$ cat config.mk
export PLATFORM = sky130hd
export DESIGN_NAME = tws_exec
export DESIGN_NICKNAME = d
export VERILOG_FILES = /design/src/rtl/tws_exec.v /design/src/rtl/tws_hold_mem.v
export VERILOG_INCLUDE_DIRS = /design/src /design/src/rtl
export SDC_FILE = /design/constraint.sdc
export NUM_CORES = 1
export LEC_CHECK = 0
export BUFFER_PORTS_ARGS = -buffer_cell sky130_fd_sc_hd__buf_2
export CAP_MARGIN = 15
export CORE_AREA = 2 2 280 282
export CTS_CLUSTER_DIAMETER = 60
export DETAILED_ROUTE_END_ITERATION = 7
export DIE_AREA = 0 0 282 284
export GPL_ROUTABILITY_DRIVEN = 0
export PLACE_DENSITY_LB_ADDON = 0.15
export SYNTH_ARGS = -nofsm -noshare
export SYNTH_HDL_FRONTEND = slang
export SYNTH_SLANG_ARGS = --single-unit
$ cat constraint.sdc
create_clock -name i_clk -period 2.3 [get_ports i_clk]
set_clock_uncertainty 0.15 [all_clocks]
set_input_delay 0.46 -clock i_clk [delete_from_list [all_inputs] [get_ports i_clk]]
set_output_delay 0.46 -clock i_clk [all_outputs]
set_load 0.02 [all_outputs]
$ cat src/rtl/tws_defs.vh
// Purpose: constants for the table-write / test-skip execution unit
// Assumes: one instruction cycle is four clocks, phases Q1..Q4
// Notes: definitions only
`ifndef TWS_DEFS_VH
`define TWS_DEFS_VH
`define TWS_PTR_W 21
`define TWS_PTR_RST 21'h000000
`define TWS_HOLD_AW 6
`define TWS_Q1 2'h0
`define TWS_Q2 2'h1
`define TWS_Q3 2'h2
`define TWS_Q4 2'h3
`define TWS_OP_TBLW 4'h0
`define TWS_OP_TST 4'h6
`define TWS_TST_SUB 3'h3
`define TWS_MODE_POST 2'h1
`define TWS_MODE_PRE 2'h3
`define TWS_IDX_MAX 8'h5F
`define TWS_TBLW_HI 12'h000
`define TWS_TBLW_SUB 2'h3
`endif

$ cat src/rtl/tws_exec.v
// Function
// - table write lasts two cycles; latch read in Q2, holding write in Q4 of cycle two
// - post-increment writes at current pointer, then pointer plus one; latch kept
// - pre-increment adds one to pointer first, writes at new address only
// - pointer is a 21-bit byte address; its LSB picks low or high byte
// - test skip with zero file value discards prefetched word, runs one NOP cycle, two if it opens a two-word instruction
// - skip over two-word instruction takes three cycles; no skip takes one
// - bank bit 0 picks access bank; 1 combines file address with bank select
// - bank bit 0 with extended set uses indexed offset for file address up to 95
//
// Purpose: executes the table write and test-file-skip-zero instructions
// Assumes: i_instr valid at Q1 of each cycle; file data valid by Q3; i_next_two_word
//          tells whether the prefetched word opens a two-word instruction
// Notes: other pointer modes (none, post-decrement) are also handled for completeness
`timescale 1ns/1ns
`include "tws_defs.vh"
module tws_exec
(
    input wire i_clk,
    input wire i_arst_n,
    input wire [15:0] i_instr,
    input wire i_next_two_word,
    input wire [7:0] i_file_data,
    input wire [7:0] i_table_latch,
    input wire [3:0] i_bank_select_reg,
    input wire [7:0] i_index_base,
    input wire i_ext_set_en,
    input wire [`TWS_HOLD_AW-1:0] i_hold_raddr,
    output reg [1:0] o_q_phase,
    output reg [11:0] o_file_addr,
    output reg o_file_rd,
    output reg o_nop_cycle,
    output reg o_busy,
    output reg [`TWS_PTR_W-1:0] o_table_pointer,
    output reg o_status_we,
    output wire [7:0] o_hold_rdata
);
    // ----------------------------------------------------------------
    // reset release
    // ----------------------------------------------------------------
    reg rst_s1_q;
    reg rst_s2_q;
    always @(posedge i_clk or negedge i_arst_n)
    begin
        if (!i_arst_n)
        begin
            rst_s1_q <= 1'b0;
            rst_s2_q <= 1'b0;
        end
        else
        begin
            rst_s1_q <= 1'b1;
            rst_s2_q <= rst_s1_q;
        end
    end
    wire rst_n = rst_s2_q;

    // ----------------------------------------------------------------
    // decode helpers
    // ----------------------------------------------------------------
    function is_tblw;
        input [15:0] ins;
        begin
            is_tblw = (ins[15:4] == `TWS_TBLW_HI) && (ins[3:2] == `TWS_TBLW_SUB);
        end
    endfunction

    function is_tst;
        input [15:0] ins;
        begin
            is_tst = (ins[15:12] == `TWS_OP_TST) && (ins[11:9] == `TWS_TST_SUB);
        end
    endfunction

    // access bank, banked space or indexed literal offset
    function [11:0] file_map;
        input a_bit;
        input [7:0] f;
        input ext;
        input [3:0] bank;
        input [7:0] base;
        begin
            if (a_bit)
                file_map = {bank, f};
            else if (ext && (f <= `TWS_IDX_MAX))
                file_map = {4'h0, base} + {4'h0, f};
            else if (f[7])
                file_map = {4'hF, f};
            else
                file_map = {4'h0, f};
        end
    endfunction

    // ----------------------------------------------------------------
    // sequencer
    // ----------------------------------------------------------------
    localparam ST_RUN = 2'h0;
    localparam ST_TBLW2 = 2'h1;
    localparam ST_SKIP1 = 2'h2;
    localparam ST_SKIP2 = 2'h3;

    reg [1:0] st_q;
    reg [1:0] st_d;
    reg [1:0] mode_q;
    reg tst_q;
    // decode is latched at Q1; the instruction word is not held until Q4
    reg tblw_q;
    reg [7:0] latch_q;
    reg hold_we;
    reg [`TWS_PTR_W-1:0] ptr_d;

    wire q1 = (o_q_phase == `TWS_Q1);
    wire q2 = (o_q_phase == `TWS_Q2);
    wire q3 = (o_q_phase == `TWS_Q3);
    wire q4 = (o_q_phase == `TWS_Q4);
    wire run_tst = (st_q == ST_RUN) && tst_q;
    wire zero = (i_file_data == 8'h00);

    always @*
    begin
        st_d = st_q;
        hold_we = 1'b0;
        ptr_d = o_table_pointer;
        case (st_q)
            ST_RUN:
            begin
                if (q4 && run_tst && zero)
                    st_d = ST_SKIP1;
                else if (q4 && tblw_q)
                    st_d = ST_TBLW2;
            end
            ST_TBLW2:
            begin
                if (q4)
                begin
                    hold_we = 1'b1;
                    st_d = ST_RUN;
                    if (mode_q == `TWS_MODE_POST)
                        ptr_d = o_table_pointer + 21'h000001;
                    else if (mode_q == 2'h2)
                        ptr_d = o_table_pointer - 21'h000001;
                end
                else if (q1 && (mode_q == `TWS_MODE_PRE))
                    ptr_d = o_table_pointer + 21'h000001;
            end
            ST_SKIP1:
            begin
                if (q4)
                    st_d = i_next_two_word ? ST_SKIP2 : ST_RUN;
            end
            ST_SKIP2:
            begin
                if (q4)
                    st_d = ST_RUN;
            end
            default:
            begin
                st_d = ST_RUN;
            end
        endcase
    end

    always @(posedge i_clk or negedge rst_n)
    begin
        if (!rst_n)
        begin
            st_q <= ST_RUN;
            mode_q <= 2'h0;
            tst_q <= 1'b0;
            tblw_q <= 1'b0;
            latch_q <= 8'h00;
            o_q_phase <= `TWS_Q1;
            o_table_pointer <= `TWS_PTR_RST;
            o_file_addr <= 12'h000;
            o_file_rd <= 1'b0;
            o_nop_cycle <= 1'b0;
            o_busy <= 1'b0;
            o_status_we <= 1'b0;
        end
        else
        begin
            o_q_phase <= o_q_phase + 2'h1;
            st_q <= st_d;
            o_table_pointer <= ptr_d;
            o_status_we <= 1'b0;
            if (q1 && (st_q == ST_RUN))
            begin
                tst_q <= is_tst(i_instr);
                tblw_q <= is_tblw(i_instr);
                mode_q <= i_instr[1:0];
            end
            if (q1 && (st_q == ST_RUN) && is_tst(i_instr))
            begin
                o_file_addr <= file_map(i_instr[8], i_instr[7:0], i_ext_set_en,
                    i_bank_select_reg, i_index_base);
                o_file_rd <= 1'b1;
            end
            else if (q3)
            begin
                o_file_rd <= 1'b0;
            end
            if (q2 && (st_q == ST_TBLW2))
                latch_q <= i_table_latch;
            if (q4)
            begin
                o_nop_cycle <= (st_d == ST_SKIP1) || (st_d == ST_SKIP2);
                o_busy <= (st_d != ST_RUN);
            end
        end
    end

    // ----------------------------------------------------------------
    // holding registers; pointer LSB picks byte lane
    // ----------------------------------------------------------------
    tws_hold_mem u_hold
    (
        .i_clk(i_clk),
        .i_we(hold_we),
        .i_waddr(o_table_pointer[`TWS_HOLD_AW-1:0]),
        .i_wdata(latch_q),
        .i_raddr(i_hold_raddr),
        .o_rdata(o_hold_rdata)
    );
endmodule // tws_exec

$ cat src/rtl/tws_hold_mem.v
// Purpose: flash write holding registers, byte wide
// Assumes: one write port, registered read port
// Notes: depth set by the header constant
`timescale 1ns/1ns
`include "tws_defs.vh"
module tws_hold_mem
(
    input wire i_clk,
    input wire i_we,
    input wire [`TWS_HOLD_AW-1:0] i_waddr,
    input wire [7:0] i_wdata,
    input wire [`TWS_HOLD_AW-1:0] i_raddr,
    output reg [7:0] o_rdata
);
    reg [7:0] mem_q [0:(1<<`TWS_HOLD_AW)-1];
    always @(posedge i_clk)
    begin
        if (i_we)
        begin
            mem_q[i_waddr] <= i_wdata;
        end
        o_rdata <= mem_q[i_raddr];
    end
endmodule // tws_hold_mem

Word-level counts from Yosys, hierarchy flattened. Memories as Yosys holds them, arrays and structs flattened. A register that Yosys moved wholly into a read port is not among the register bits. Index checks and enable logic that the tools add are counted.

Memories: 1. RAM bits: 512. Input bits: 54. Logic and storage cells: 74. Output and inout port bits: 47. Bits in registers: 54.

Memories: u_hold.mem_q (words 64, bits a word 8, rd ports 1, clocked after memory_dff 1, wr ports 1, RTL line tws_hold_mem.v:15) `` reg [7:0] mem_q [0:(1<<`TWS_HOLD_AW)-1]; ``.

Magnitude comparators: 1. $add $sub $neg: 4. Mux-type cells: 19. Eq/ne operators: 15. Reduce and logical (&&, ||, !) cells: 21.

Operator list (number): 2-to-1 mux 21 bit (4); 2-to-1 mux 12 bit (3); adder 21 x 1 -> 21 bit, second input constant (1); subtractor 21 x 1 -> 21 bit, second input constant (1); == test 2 bit, second input constant (9); logical NOT 12 bit (1); logical AND 1 bit (11); 2-to-1 mux 2 bit (5); adder 8 x 8 -> 9 bit (1); less-or-equal comparator 8 x 7 -> 1 bit, second input constant (1); logical NOT 8 bit (1); == test 2 x 1 -> 1 bit, second input constant (3); 2-to-1 mux 1 bit (6); case mux 2 bit (3 select lines) (1); nonzero test 2 bit (3); == test 4 x 3 -> 1 bit, second input constant (1); logical NOT 2 bit (2); == test 3 x 2 -> 1 bit, second input constant (1); != test 3 x 1 -> 1 bit, second input constant (1); AND reduction 3 bit (1); adder 2 x 1 -> 2 bit, second input constant (1); OR reduction 2 bit (1); logical OR 1 bit (1).

Logic depth before layout (Yosys ltp). Gate-level depths: netlist (run 1).

Word-level depth: 8. Gate-level depth with buffers: 8. Mapped depth without buffers: 8.

Cells and area by module. A second synthesis (run 1) with hierarchy kept.

Cell total of the unflattened synthesis: 1273. Area, all modules: 23347.4 um^2.

By module, submodules not included: tws_hold_mem (instances 1, area an instance 20166.8 um^2, cells each 940); tws_exec (instances 1, area an instance 3180.6 um^2, cells each 333).

Worst setup path after synthesis (run 1). OpenSTA, ideal clock, no wires.

Path type: register to register. From: reg o_table_pointer[5]. To: reg o_table_pointer[20]. Path slack: -0.359 ns. Period minus slack after synthesis: 2.659 ns. Data arrival time: 2.430 ns. Buffers on the path: 1. Required time: 2.071 ns. Cell stages (with the launch flop): 8. Cell sequence: dfrtp_1 -> buf_6 -> or3_4 -> or4_1 -> or3_4 -> or4_4 -> a21oi_2 -> xor2_1.

Longest elaborated chain between the ends: 4.

RTL lines: start: declaration (RTL line tws_exec.v:34) `` output reg [`TWS_PTR_W-1:0] o_table_pointer, ``; start signal: assignment (RTL line tws_exec.v:173) `` o_table_pointer <= `TWS_PTR_RST; ``; start signal: assignment (RTL line tws_exec.v:184) `o_table_pointer <= ptr_d;`; subtractor 21 x 1 -> 21 bit (RTL line tws_exec.v:141) `ptr_d = o_table_pointer - 21'h000001;`; 2-to-1 mux 21 bit (RTL line tws_exec.v:140) `else if (mode_q == 2'h2)`; 2-to-1 mux 21 bit (RTL line tws_exec.v:138) `` if (mode_q == `TWS_MODE_POST) ``; 2-to-1 mux 21 bit (*) (RTL line tws_exec.v:134) `if (q4)`.

Every way passes the cells marked *; elsewhere a longest branch is shown, timed or not. The select of a mux whose other input is x is not followed. A chain may end at the register's enable or synchronous reset.

Final worst setup path (run 1). Ends and elaborated chain as after synthesis.

==> qor.yml, run 1 <==
run_status: "complete, but fails checks"
violations: "negative setup slack"
synth_edf_count: 512
arrival_ps: 2880
die_w_um: 282
slew_headroom_pct: 56.26
rsz0062_at_grt: "true"
ys_ff_latch: 574
drv_slew: 0
synth_seq_area_share_pct: 73.58
worstHoldPathType: "input pin to flip-flop"
ios: 101
fill_cells: 7092
syn_inst: 1242
critical_path_class: "flip-flop to flip-flop"
power.leakage_nw: 9.861
cts_sinks: 574
htreeDepth: 3
required_ps: 2670
grt.overflow.total: 0
ir_worst_vdd_v: 0.0003922
powerDensity_nw_per_um2: 779.4
ys_async_sr_fraction_pct: 9.408
synth_flop_cell: "edfxtp_1"
finalNonFillerCells: 2643
cts_tree: "built"
synth_fp_nets: 1311
drt_wl_total_um: 61610
drt-vias-per-instance: 4.773
dieHeight_um: 284
grt_max_degree: 65
tightestPinTransition_ps: 656.1
die_area_um2: 80090
first_pass_iters: 6
cts_root_buf: "clkbuf_16"
maxCapViolCount: 0
period_minus_slack_ps: 2513
grt_pass1_vias: 13350
io_buffers: 99
clock_path_buffers: 3
setup_viol: 8
placed_cells: 2498
drc_errors: 0
antenna_cells: 0
row_count: 102
layout.nets: 1621
syn-mean-instance-area_um2: 18.48
cts_buffers: 66
grt_usage_pct: 15.76
start_kind: "flip-flop"
final_util_pct: 37.78
synth_cell_types: 59
whs_ps: 39.16
drive_gt1_share_pct: 39.24
finalCritPeriodShare_pct: 109.3
fin_ws_ps: -213.5
fmax_mhz: 397.9
clk_latency_ps: 590
ys_warn_count: 0
avgRoutedWirePerCell_um: 23.31
clk_pin_slew_ps: 60
ant_nets: 0
hpwlAfterDp_um: 41790
core_um2: 76960
hold_viol: 0
syn_to_final_growth_pct: 26.70
syn_area_um2: 22950
initial_core_util_pct: 29.82
drt_iter0_markers: 969
grt_pass1_wl_um: 91540
worst-path-max-fanout: 2
vias: 12620
antenna_found_initial: 1
crit_path_end_kind: "flip-flop"
-- synthesized netlist by cell type, drive strengths merged (8+ instances only) --
cell	instances	area share, %
mux2i	13	0.57
nand3	18	0.39
nand2	59	0.97
edfxtp	512	67
inv	14	0.23
or3	12	0.37
ha	14	0.76
o22ai	9	0.25
mux2	15	0.74
nor2	90	1.5
dfxtp	8	0.70
nor3	22	0.48
nor2b	16	0.44
o21ai	39	0.85
buf	26	0.57
a22oi	22	0.72
a21oi	30	0.67
xor2	9	0.34
clkbuf	30	0.49
mux4	130	13
dfrtp	54	5.9
xnor2	16	0.61
-- final cells by class --
| type | instances | area (µm²) | share of cell area (%) |
|---|---|---|---|
| sequential | 574 | 16900 | 58.12 |
| multi-input combinational | 598 | 6344 | 21.82 |
| timing repair buffer | 298 | 2434 | 8.370 |
| clock buffer | 82 | 1795 | 6.175 |
| tap | 1040 | 1301 | 4.475 |
| clock inverter | 37 | 250.2 | 0.8607 |
| inverter | 14 | 52.55 | 0.1807 |
-- repair_timing --
action / 4_1_cts / 5_1_grt
hold endpoints to repair: 14 / 0
hold buffers: 14 / 0
gates resized for setup: 11 / 20
setup buffers: 5 / 8
setup endpoints to repair: 44 / 36
pin swaps: 6 / 15
-- path summary, 6_finish.rpt --
| path | from | to | slack [ps] | cells after the start |
|---|---|---|---|---|
| setup / recovery | o_table_pointer[5] | o_table_pointer[20] | -210 | 6 |
| hold / removal | i_bank_select_reg[3] | o_file_addr[11] | 40 | 3 |
| setup reg to reg | o_table_pointer[5] | o_table_pointer[20] | -210 | 6 |
| hold reg to reg | rst_n | latch_q[7] | 90 | 1 |
| max in group asynchronous | i_arst_n | rst_n | 1290 | 3 |
| min in group asynchronous | rst_n | latch_q[7] | 90 | 1 |
-- critical path: stages, from the launching register on --
cell and delay, ps:
dfrtp_2 390, or3_4 420, or4_1 400, or3_4 350
or4_4 420, a21oi_2 140, xor2_1 160
-- metal layers --
layer  GRT usage (%)  wire length (µm)  up-vias  share of wire (%)
met5               0                 0        -                  0
met4           4.521              1615        0                2.6
met3           3.301              2935       96                4.8
met2           25.53             29810      313                 48
met1           21.33             27250     6560                 44
li1                -                 -     5647                  -
-- per-stage QoR --
step / power, mW / worst slack, ps / TNS (ps) / area [µm²]
floorplan: 12.30 / -318.6 / -16690 / 23490
global placement: 12.91 / -459.0 / -3649 / 26610
detailed placement: 12.92 / -478.4 / -3843 / 26610
CTS: 22.98 / -205.4 / -489.9 / 28900
global route: 23.46 / -328.6 / -1881 / 29080
finish: 22.66 / -213.5 / -971.7 / 29080
-- power breakdown --
part           leakage [nW]  switching [mW]  internal (mW)
Sequential             5.37          0.0565           11.4
Clock                  1.00            4.19           5.79
Combinational          3.49           0.681          0.556
Total                  9.86            4.93           17.7
-- kinds of logic (layout without fill, tap and decap cells) --
group	count (synthesis)	in the layout	share of synthesized area (%)
AO/OA/AOI/OAI	133	133	3.637
multiplexers	158	158	14.06
adder cells (fa/ha/maj)	15	15	0.8506
flip-flops	574	574	73.58
XOR/XNOR	25	25	0.9541
other	2	2	0.03273
buffers and inverters	70	431	1.287
AND/OR/NAND/NOR	265	265	5.594
-- flip-flops by register name (all words and copies together), names as in the netlist --
| register | count |
|---|---|
| rst_s1_q | 1 |
| st_q | 2 |
| o_nop_cycle | 1 |
| o_table_pointer | 21 |
| o_busy | 1 |
| mode_q | 2 |
| tblw_q | 1 |
| o_file_addr | 12 |
| o_q_phase | 2 |
| latch_q | 8 |
| tst_q | 1 |
| rst_n | 1 |
| o_file_rd | 1 |
| u_hold.o_rdata | 8 |
| u_hold.mem_q | 512 |
-- cell usage in the layout (no fill, tap or decap), types with 20 or more instances in the layout --
| master | n |
|---|---|
| a21oi_1 | 28 |
| a22oi_1 | 20 |
| buf_12 | 31 |
| buf_2 | 96 |
| buf_4 | 154 |
| clkbuf_16 | 69 |
| dfrtp_1 | 44 |
| edfxtp_1 | 512 |
| mux4_2 | 130 |
| nand2_1 | 52 |
| nor2_1 | 22 |
| nor2_4 | 53 |
| nor3_1 | 21 |
| o21ai_0 | 34 |
Note: power is estimated with default switching activity, not from simulation.
==> run 2, diff against run 1 <==
- CORE_AREA: 2 2 280 282 -> 2 2 197 199
- DIE_AREA: 0 0 282 284 -> 0 0 199 201
==> run 2 against run 1 <==
Against the previous run: the flow still finishes with violations (negative setup slack); hold slack got worse by 8.3 ps; first-iteration DRC count rose by 30%; register-to-register slack barely moved; clock power fell by 13%; largest power group unchanged; highest routed layer unchanged.
==> qor.yml, run 2 (synthesis results as in run 1) <==
whs_ps: 30.90
layout_common_cells: "512 x edfxtp_1, 130 x mux4_2, 123 x buf_4"
hpwlAfterDp_um: 35920
worst-path-max-fanout: 3
cp-endpoint: "o_table_pointer[13]"
grt_pass1_vias: 13220
start_kind: "flip-flop"
core_um2: 38110
initial_core_util_pct: 60.22
cts_root_buf: "clkbuf_16"
first_pass_iters: 7
rsz0062_at_grt: "true"
finalPower_mw: 21.32
r2r_start: "o_table_pointer[9]"
critical_path_class: "flip-flop to flip-flop"
worstHoldPathType: "input pin to flip-flop"
crit_path_end_kind: "flip-flop"
syn_to_final_growth_pct: 21.54
finalCritPeriodShare_pct: 109.0
vias: 12900
antenna_cells: 0
grt_usage_pct: 28.33
cts_buffers: 55
arrival_ps: 2830
ant_nets: 0
cts_tree: "built"
largest_register_ffs: 512
dpl-instance-area_um2: 25830
maxCapViolCount: 0
power.leakage_nw: 9.561
fill_cells: 2278
fmax_mhz: 398.7
period_minus_slack_ps: 2508
r2r_end: "o_table_pointer[13]"
cts_sinks: 574
final_common_cell: "edfxtp_1"
largest_register: "u_hold.mem_q"
drv_slew: 0
hold_viol: 0
avgRoutedWirePerCell_um: 26.35
tightestPinTransition_ps: 764.5
run_status: "complete, but fails checks"
grt_pass1_wl_um: 82100
antenna_found_initial: 1
drc_errors: 0
ios: 101
drt_iter0_markers: 1260
final_util_pct: 73.19
clock_path_buffers: 3
clk_latency_ps: 600
layout.nets: 1578
violations: "negative setup slack"
io_buffers: 99
grt_max_degree: 66
htreeDepth: 2
r2r_slack_ps: -210
dieHeight_um: 201
grt.overflow.total: 0
drt_wl_total_um: 54580
r2r_cells: 9
setup_viol: 6
fin_ws_ps: -208.0
powerDensity_nw_per_um2: 764.3
die_w_um: 199
drt-vias-per-instance: 6.230
drive_gt1_share_pct: 37.22
slew_headroom_pct: 49.03
required_ps: 2620
top_regs: "u_hold.mem_q x512, o_table_pointer x21, o_file_addr x12"
ir_worst_vdd_v: 0.0005650
crit_path_start: "o_table_pointer[9]"
design_area_um2: 27890
clk_pin_slew_ps: 60
row_count: 72
die_area_um2: 40000
[run 2: cell types whose count changed in the layout (fill, tap and decap cells not counted), moves of 3 or more]
cell | before | now
buf_4 | 154 | 123
clkbuf_1 | 11 | 17
inv_6 | 4 | 0
nor2_4 | 53 | 50
clkbuf_16 | 69 | 57
dlygate4sd3_1 | 14 | 11
clkinv_2 | 12 | 4
clkinv_1 | 14 | 11
clkbuf_8 | 3 | 8
[run 2: how the worst min path moves through the flow]
| stage | start | end | slack (ps) | depth (start not counted) |
|---|---|---|---|---|
| 6_report | i_bank_select_reg[1] | o_file_addr[9] | 30 | 3 |
| 3_3_place_gp | rst_n | o_file_addr[5] | -20 | 0 |
| 3_5_place_dp | rst_n | o_file_addr[5] | -20 | 0 |
| 4_1_cts | i_arst_n | rst_s1_q | 2 | 2 |
| 2_1_floorplan | i_arst_n | rst_n | 10 | 0 |
| 5_1_grt | i_instr[7] | o_file_addr[7] | 30 | 3 |
[run 2: power by group]
part	leakage [nW]	switching, mW	total [mW]	internal (mW)
combinational	3.35	0.644	1.17	0.529
sequential	5.37	0.0628	11.5	11.4
clock	0.840	3.71	8.69	4.98
total	9.56	4.42	21.3	16.9
[run 2: timing repair]
action	in CTS	in global routing
pin swaps	4	10
gates resized for setup	7	19
cloned	0	0
setup endpoints to repair	11	119
hold endpoints to repair	20	0
hold buffers	11	0
buffers inserted	2	7
[run 2: through the flow]
| step | setup TNS (ps) | setup WS (ps) | cells |
|---|---|---|---|
| after floorplan | -16690 | -318.6 | 1242 |
| after global placement | -3532 | -399.3 | 1949 |
| after detailed placement | -3841 | -408.1 | 1949 |
| after CTS | -284.8 | -218.7 | 2063 |
| after global routing | -1511 | -306.6 | 2071 |
| final | -767.7 | -208.0 | 2071 |
[run 2: critical path, cell delays in order, from the launching register on]
cell     delay (ps)
dfrtp_1         370
or4_4           540
or2_4           250
buf_4           130
buf_6           110
nor4_4          290
buf_4           170
a32o_1          160
nand2_2          80
xnor2_2         130
[run 2: layer usage]
layer / vias up / share of wire (%) / global-route usage [%]
li1: 5543 / - / -
met1: 6666 / 39 / 38.80
met2: 590 / 50 / 45.92
met3: 103 / 7.8 / 6.048
met4: 0 / 3.0 / 9.542
met5: - / 0 / 0
[run 2: cell type report]
class | instances | area, µm² | area share, %
Multi-Input combinational cell | 598 | 6342 | 22.74
Clock buffer | 81 | 1587 | 5.688
Tap cell | 518 | 648.1 | 2.324
Inverter | 14 | 52.55 | 0.1884
Sequential cell | 574 | 16900 | 60.59
Clock inverter | 20 | 147.6 | 0.5294
Timing Repair Buffer | 266 | 2215 | 7.940
==> run 3, diff against run 2 <==
- MAX_ROUTING_LAYER: not set -> met4
- SETUP_SLACK_MARGIN: not set -> 0.1
==> run 3 against run 2 <==
Against the previous run: the flow still finishes with violations (negative setup slack); cell count is 1.9% higher; register-to-register slack better by 30 ps; non-clock buffer count is 34 higher; critical endpoint is now o_table_pointer[20]; sequential share of layout area is 1.6 points lower; first-iteration DRC count is 2.9% higher; flip-flop and latch count stayed put; die area stayed put; count of clock-buffer cells in the layout is 3 lower; via count is 1.1% higher; critical path depth is 3 lower.
==> qor.yml, run 3 (synthesis results as in run 1) <==
run_status: "complete, but fails checks"
violations: "negative setup slack"
die_area_um2: 40000
dieHeight_um: 201
top_regs: "u_hold.mem_q x512, o_table_pointer x21, o_file_addr x12"
clk_pin_slew_ps: 60
avgRoutedWirePerCell_um: 25.90
row_count: 72
rsz0062_at_grt: "true"
layout_common_cells: "512 x edfxtp_1, 130 x mux4_2, 130 x buf_4"
drt_wl_total_um: 54650
drive_gt1_share_pct: 39.09
required_ps: 2680
ios: 101
whs_ps: 20.11
htreeDepth: 2
vias: 13040
cts_buffers: 56
dp_slack_ps: -519.2
power.leakage_nw: 9.862
grt_max_degree: 65
largest_register_ffs: 512
drc_errors: 0
grt_pass1_wl_um: 81040
r2r_slack_ps: -180
slew_headroom_pct: 53.06
layout.nets: 1613
fmax_mhz: 403.3
final_common_cell: "edfxtp_1"
grt.overflow.total: 0
worst-path-max-fanout: 2
die_w_um: 199
start_kind: "flip-flop"
hpwlAfterDp_um: 33890
hold_viol: 0
first_pass_iters: 5
powerDensity_nw_per_um2: 758.3
grt_usage_pct: 28.84
antenna_found_initial: 2
core_um2: 38110
grt_pass1_vias: 13120
swShare_pct: 21.06
cts_tree: "built"
critical_path_class: "flip-flop to flip-flop"
drv_slew: 0
drt_iter0_markers: 1296
worstHoldPathType: "input pin to flip-flop"
ant_nets: 0
cts_root_buf: "clkbuf_16"
pwr-share-seq_pct: 52.7
period_minus_slack_ps: 2479
clock_path_buffers: 3
syn_to_final_growth_pct: 24.81
ir_worst_vdd_v: 0.0005568
arrival_ps: 2860
cts_sinks: 574
finalCritPeriodShare_pct: 107.8
maxCapViolCount: 0
clk_latency_ps: 610
setup_viol: 2
initial_core_util_pct: 60.22
power.share.clock_pct: 41.9
io_buffers: 99
drt-vias-per-instance: 6.181
power_switching_mw: 4.574
crit_path_end_kind: "flip-flop"
largest_register: "u_hold.mem_q"
fin_ws_ps: -179.3
tightestPinTransition_ps: 704.1
internal_power_mw: 17.14
combPwrFrac_pct: 5.4
-- run 3: cell count changes in the layout (fill, tap and decap cells not counted), moves of 4 or more --
cell | previous run | this run
nor2_4 | 50 | 62
nand2_2 | 4 | 0
buf_4 | 123 | 130
buf_12 | 33 | 59
clkinv_2 | 4 | 10
inv_6 | 0 | 4
clkinv_1 | 11 | 6
nor2_2 | 17 | 5
-- run 3: cell type report --
| class | instances | area (µm²) |
|---|---|---|
| diodes | 1 | 2.502 |
| clock buffers | 78 | 1575 |
| clock inverters | 27 | 251.5 |
| fillers | 2164 | 9464 |
| inverters | 14 | 52.55 |
| multi-input cells | 598 | 6426 |
| flip-flops and latches | 574 | 16900 |
| well taps | 518 | 648.1 |
| repair buffers | 300 | 2788 |
-- run 3: metrics by stage --
| step | setup TNS (ps) | cell area [µm²] | cells | power, mW | utilization, % |
|---|---|---|---|---|---|
| 2_1_floorplan | -1348 | 23630 | 1242 | 12.31 | - |
| 3_3_place_gp | -3008 | 25630 | 1928 | 12.79 | 67.27 |
| 3_5_place_dp | -7166 | 25630 | 1928 | 12.81 | 67.27 |
| 4_1_cts | -235.7 | 28270 | 2089 | 21.78 | 74.19 |
| 5_1_grt | -707.3 | 28640 | 2110 | 22.27 | 75.16 |
| 6_report | -223.8 | 28640 | 2110 | 21.72 | 75.16 |
-- run 3: path summary, 6_finish.rpt --
path | to | depth (start not counted) | from
worst max register to register | o_table_pointer[20] | 6 | o_table_pointer[9]
worst min register to register | rst_n | 0 | rst_s1_q
worst min-delay path | o_file_addr[10] | 3 | i_bank_select_reg[2]
max in group asynchronous | rst_n | 3 | i_arst_n
worst max-delay path | o_table_pointer[20] | 6 | o_table_pointer[9]
min in group asynchronous | latch_q[1] | 1 | rst_n
-- run 3: power groups by stage --
stage	clock network, mW	registers, mW	logic (mW)
floorplan	0	11.7	0.571
global placement	0	11.7	1.14
detailed placement	0	11.7	1.16
CTS	9.16	11.4	1.18
global route	9.57	11.4	1.26
finish	9.10	11.4	1.18
-- run 3: per-layer routing --
metal | GRT usage (%) | share of wire, %
met1 | 39.82 | 40
met2 | 44.64 | 49
met3 | 4.940 | 8.1
met4 | 9.275 | 2.9
met5 | - | 0
-- run 3: repair_timing --
item                                   4_1_cts  5_1_grt
cloned                                       0        0
hold buffers                                12        0
buffers inserted                            44       20
pin swaps                                   35       28
endpoints found under the hold margin       12        0
setup endpoints to repair                  403      399
resized for setup                           11       10
-- run 3: worst max-delay path: stages, from the launching register on --
cell and delay, ps:
dfrtp_1 390, or4_4 530, or2_1 240, or3_4 400, or4_4 420, a21oi_2 140
xor2_1 150
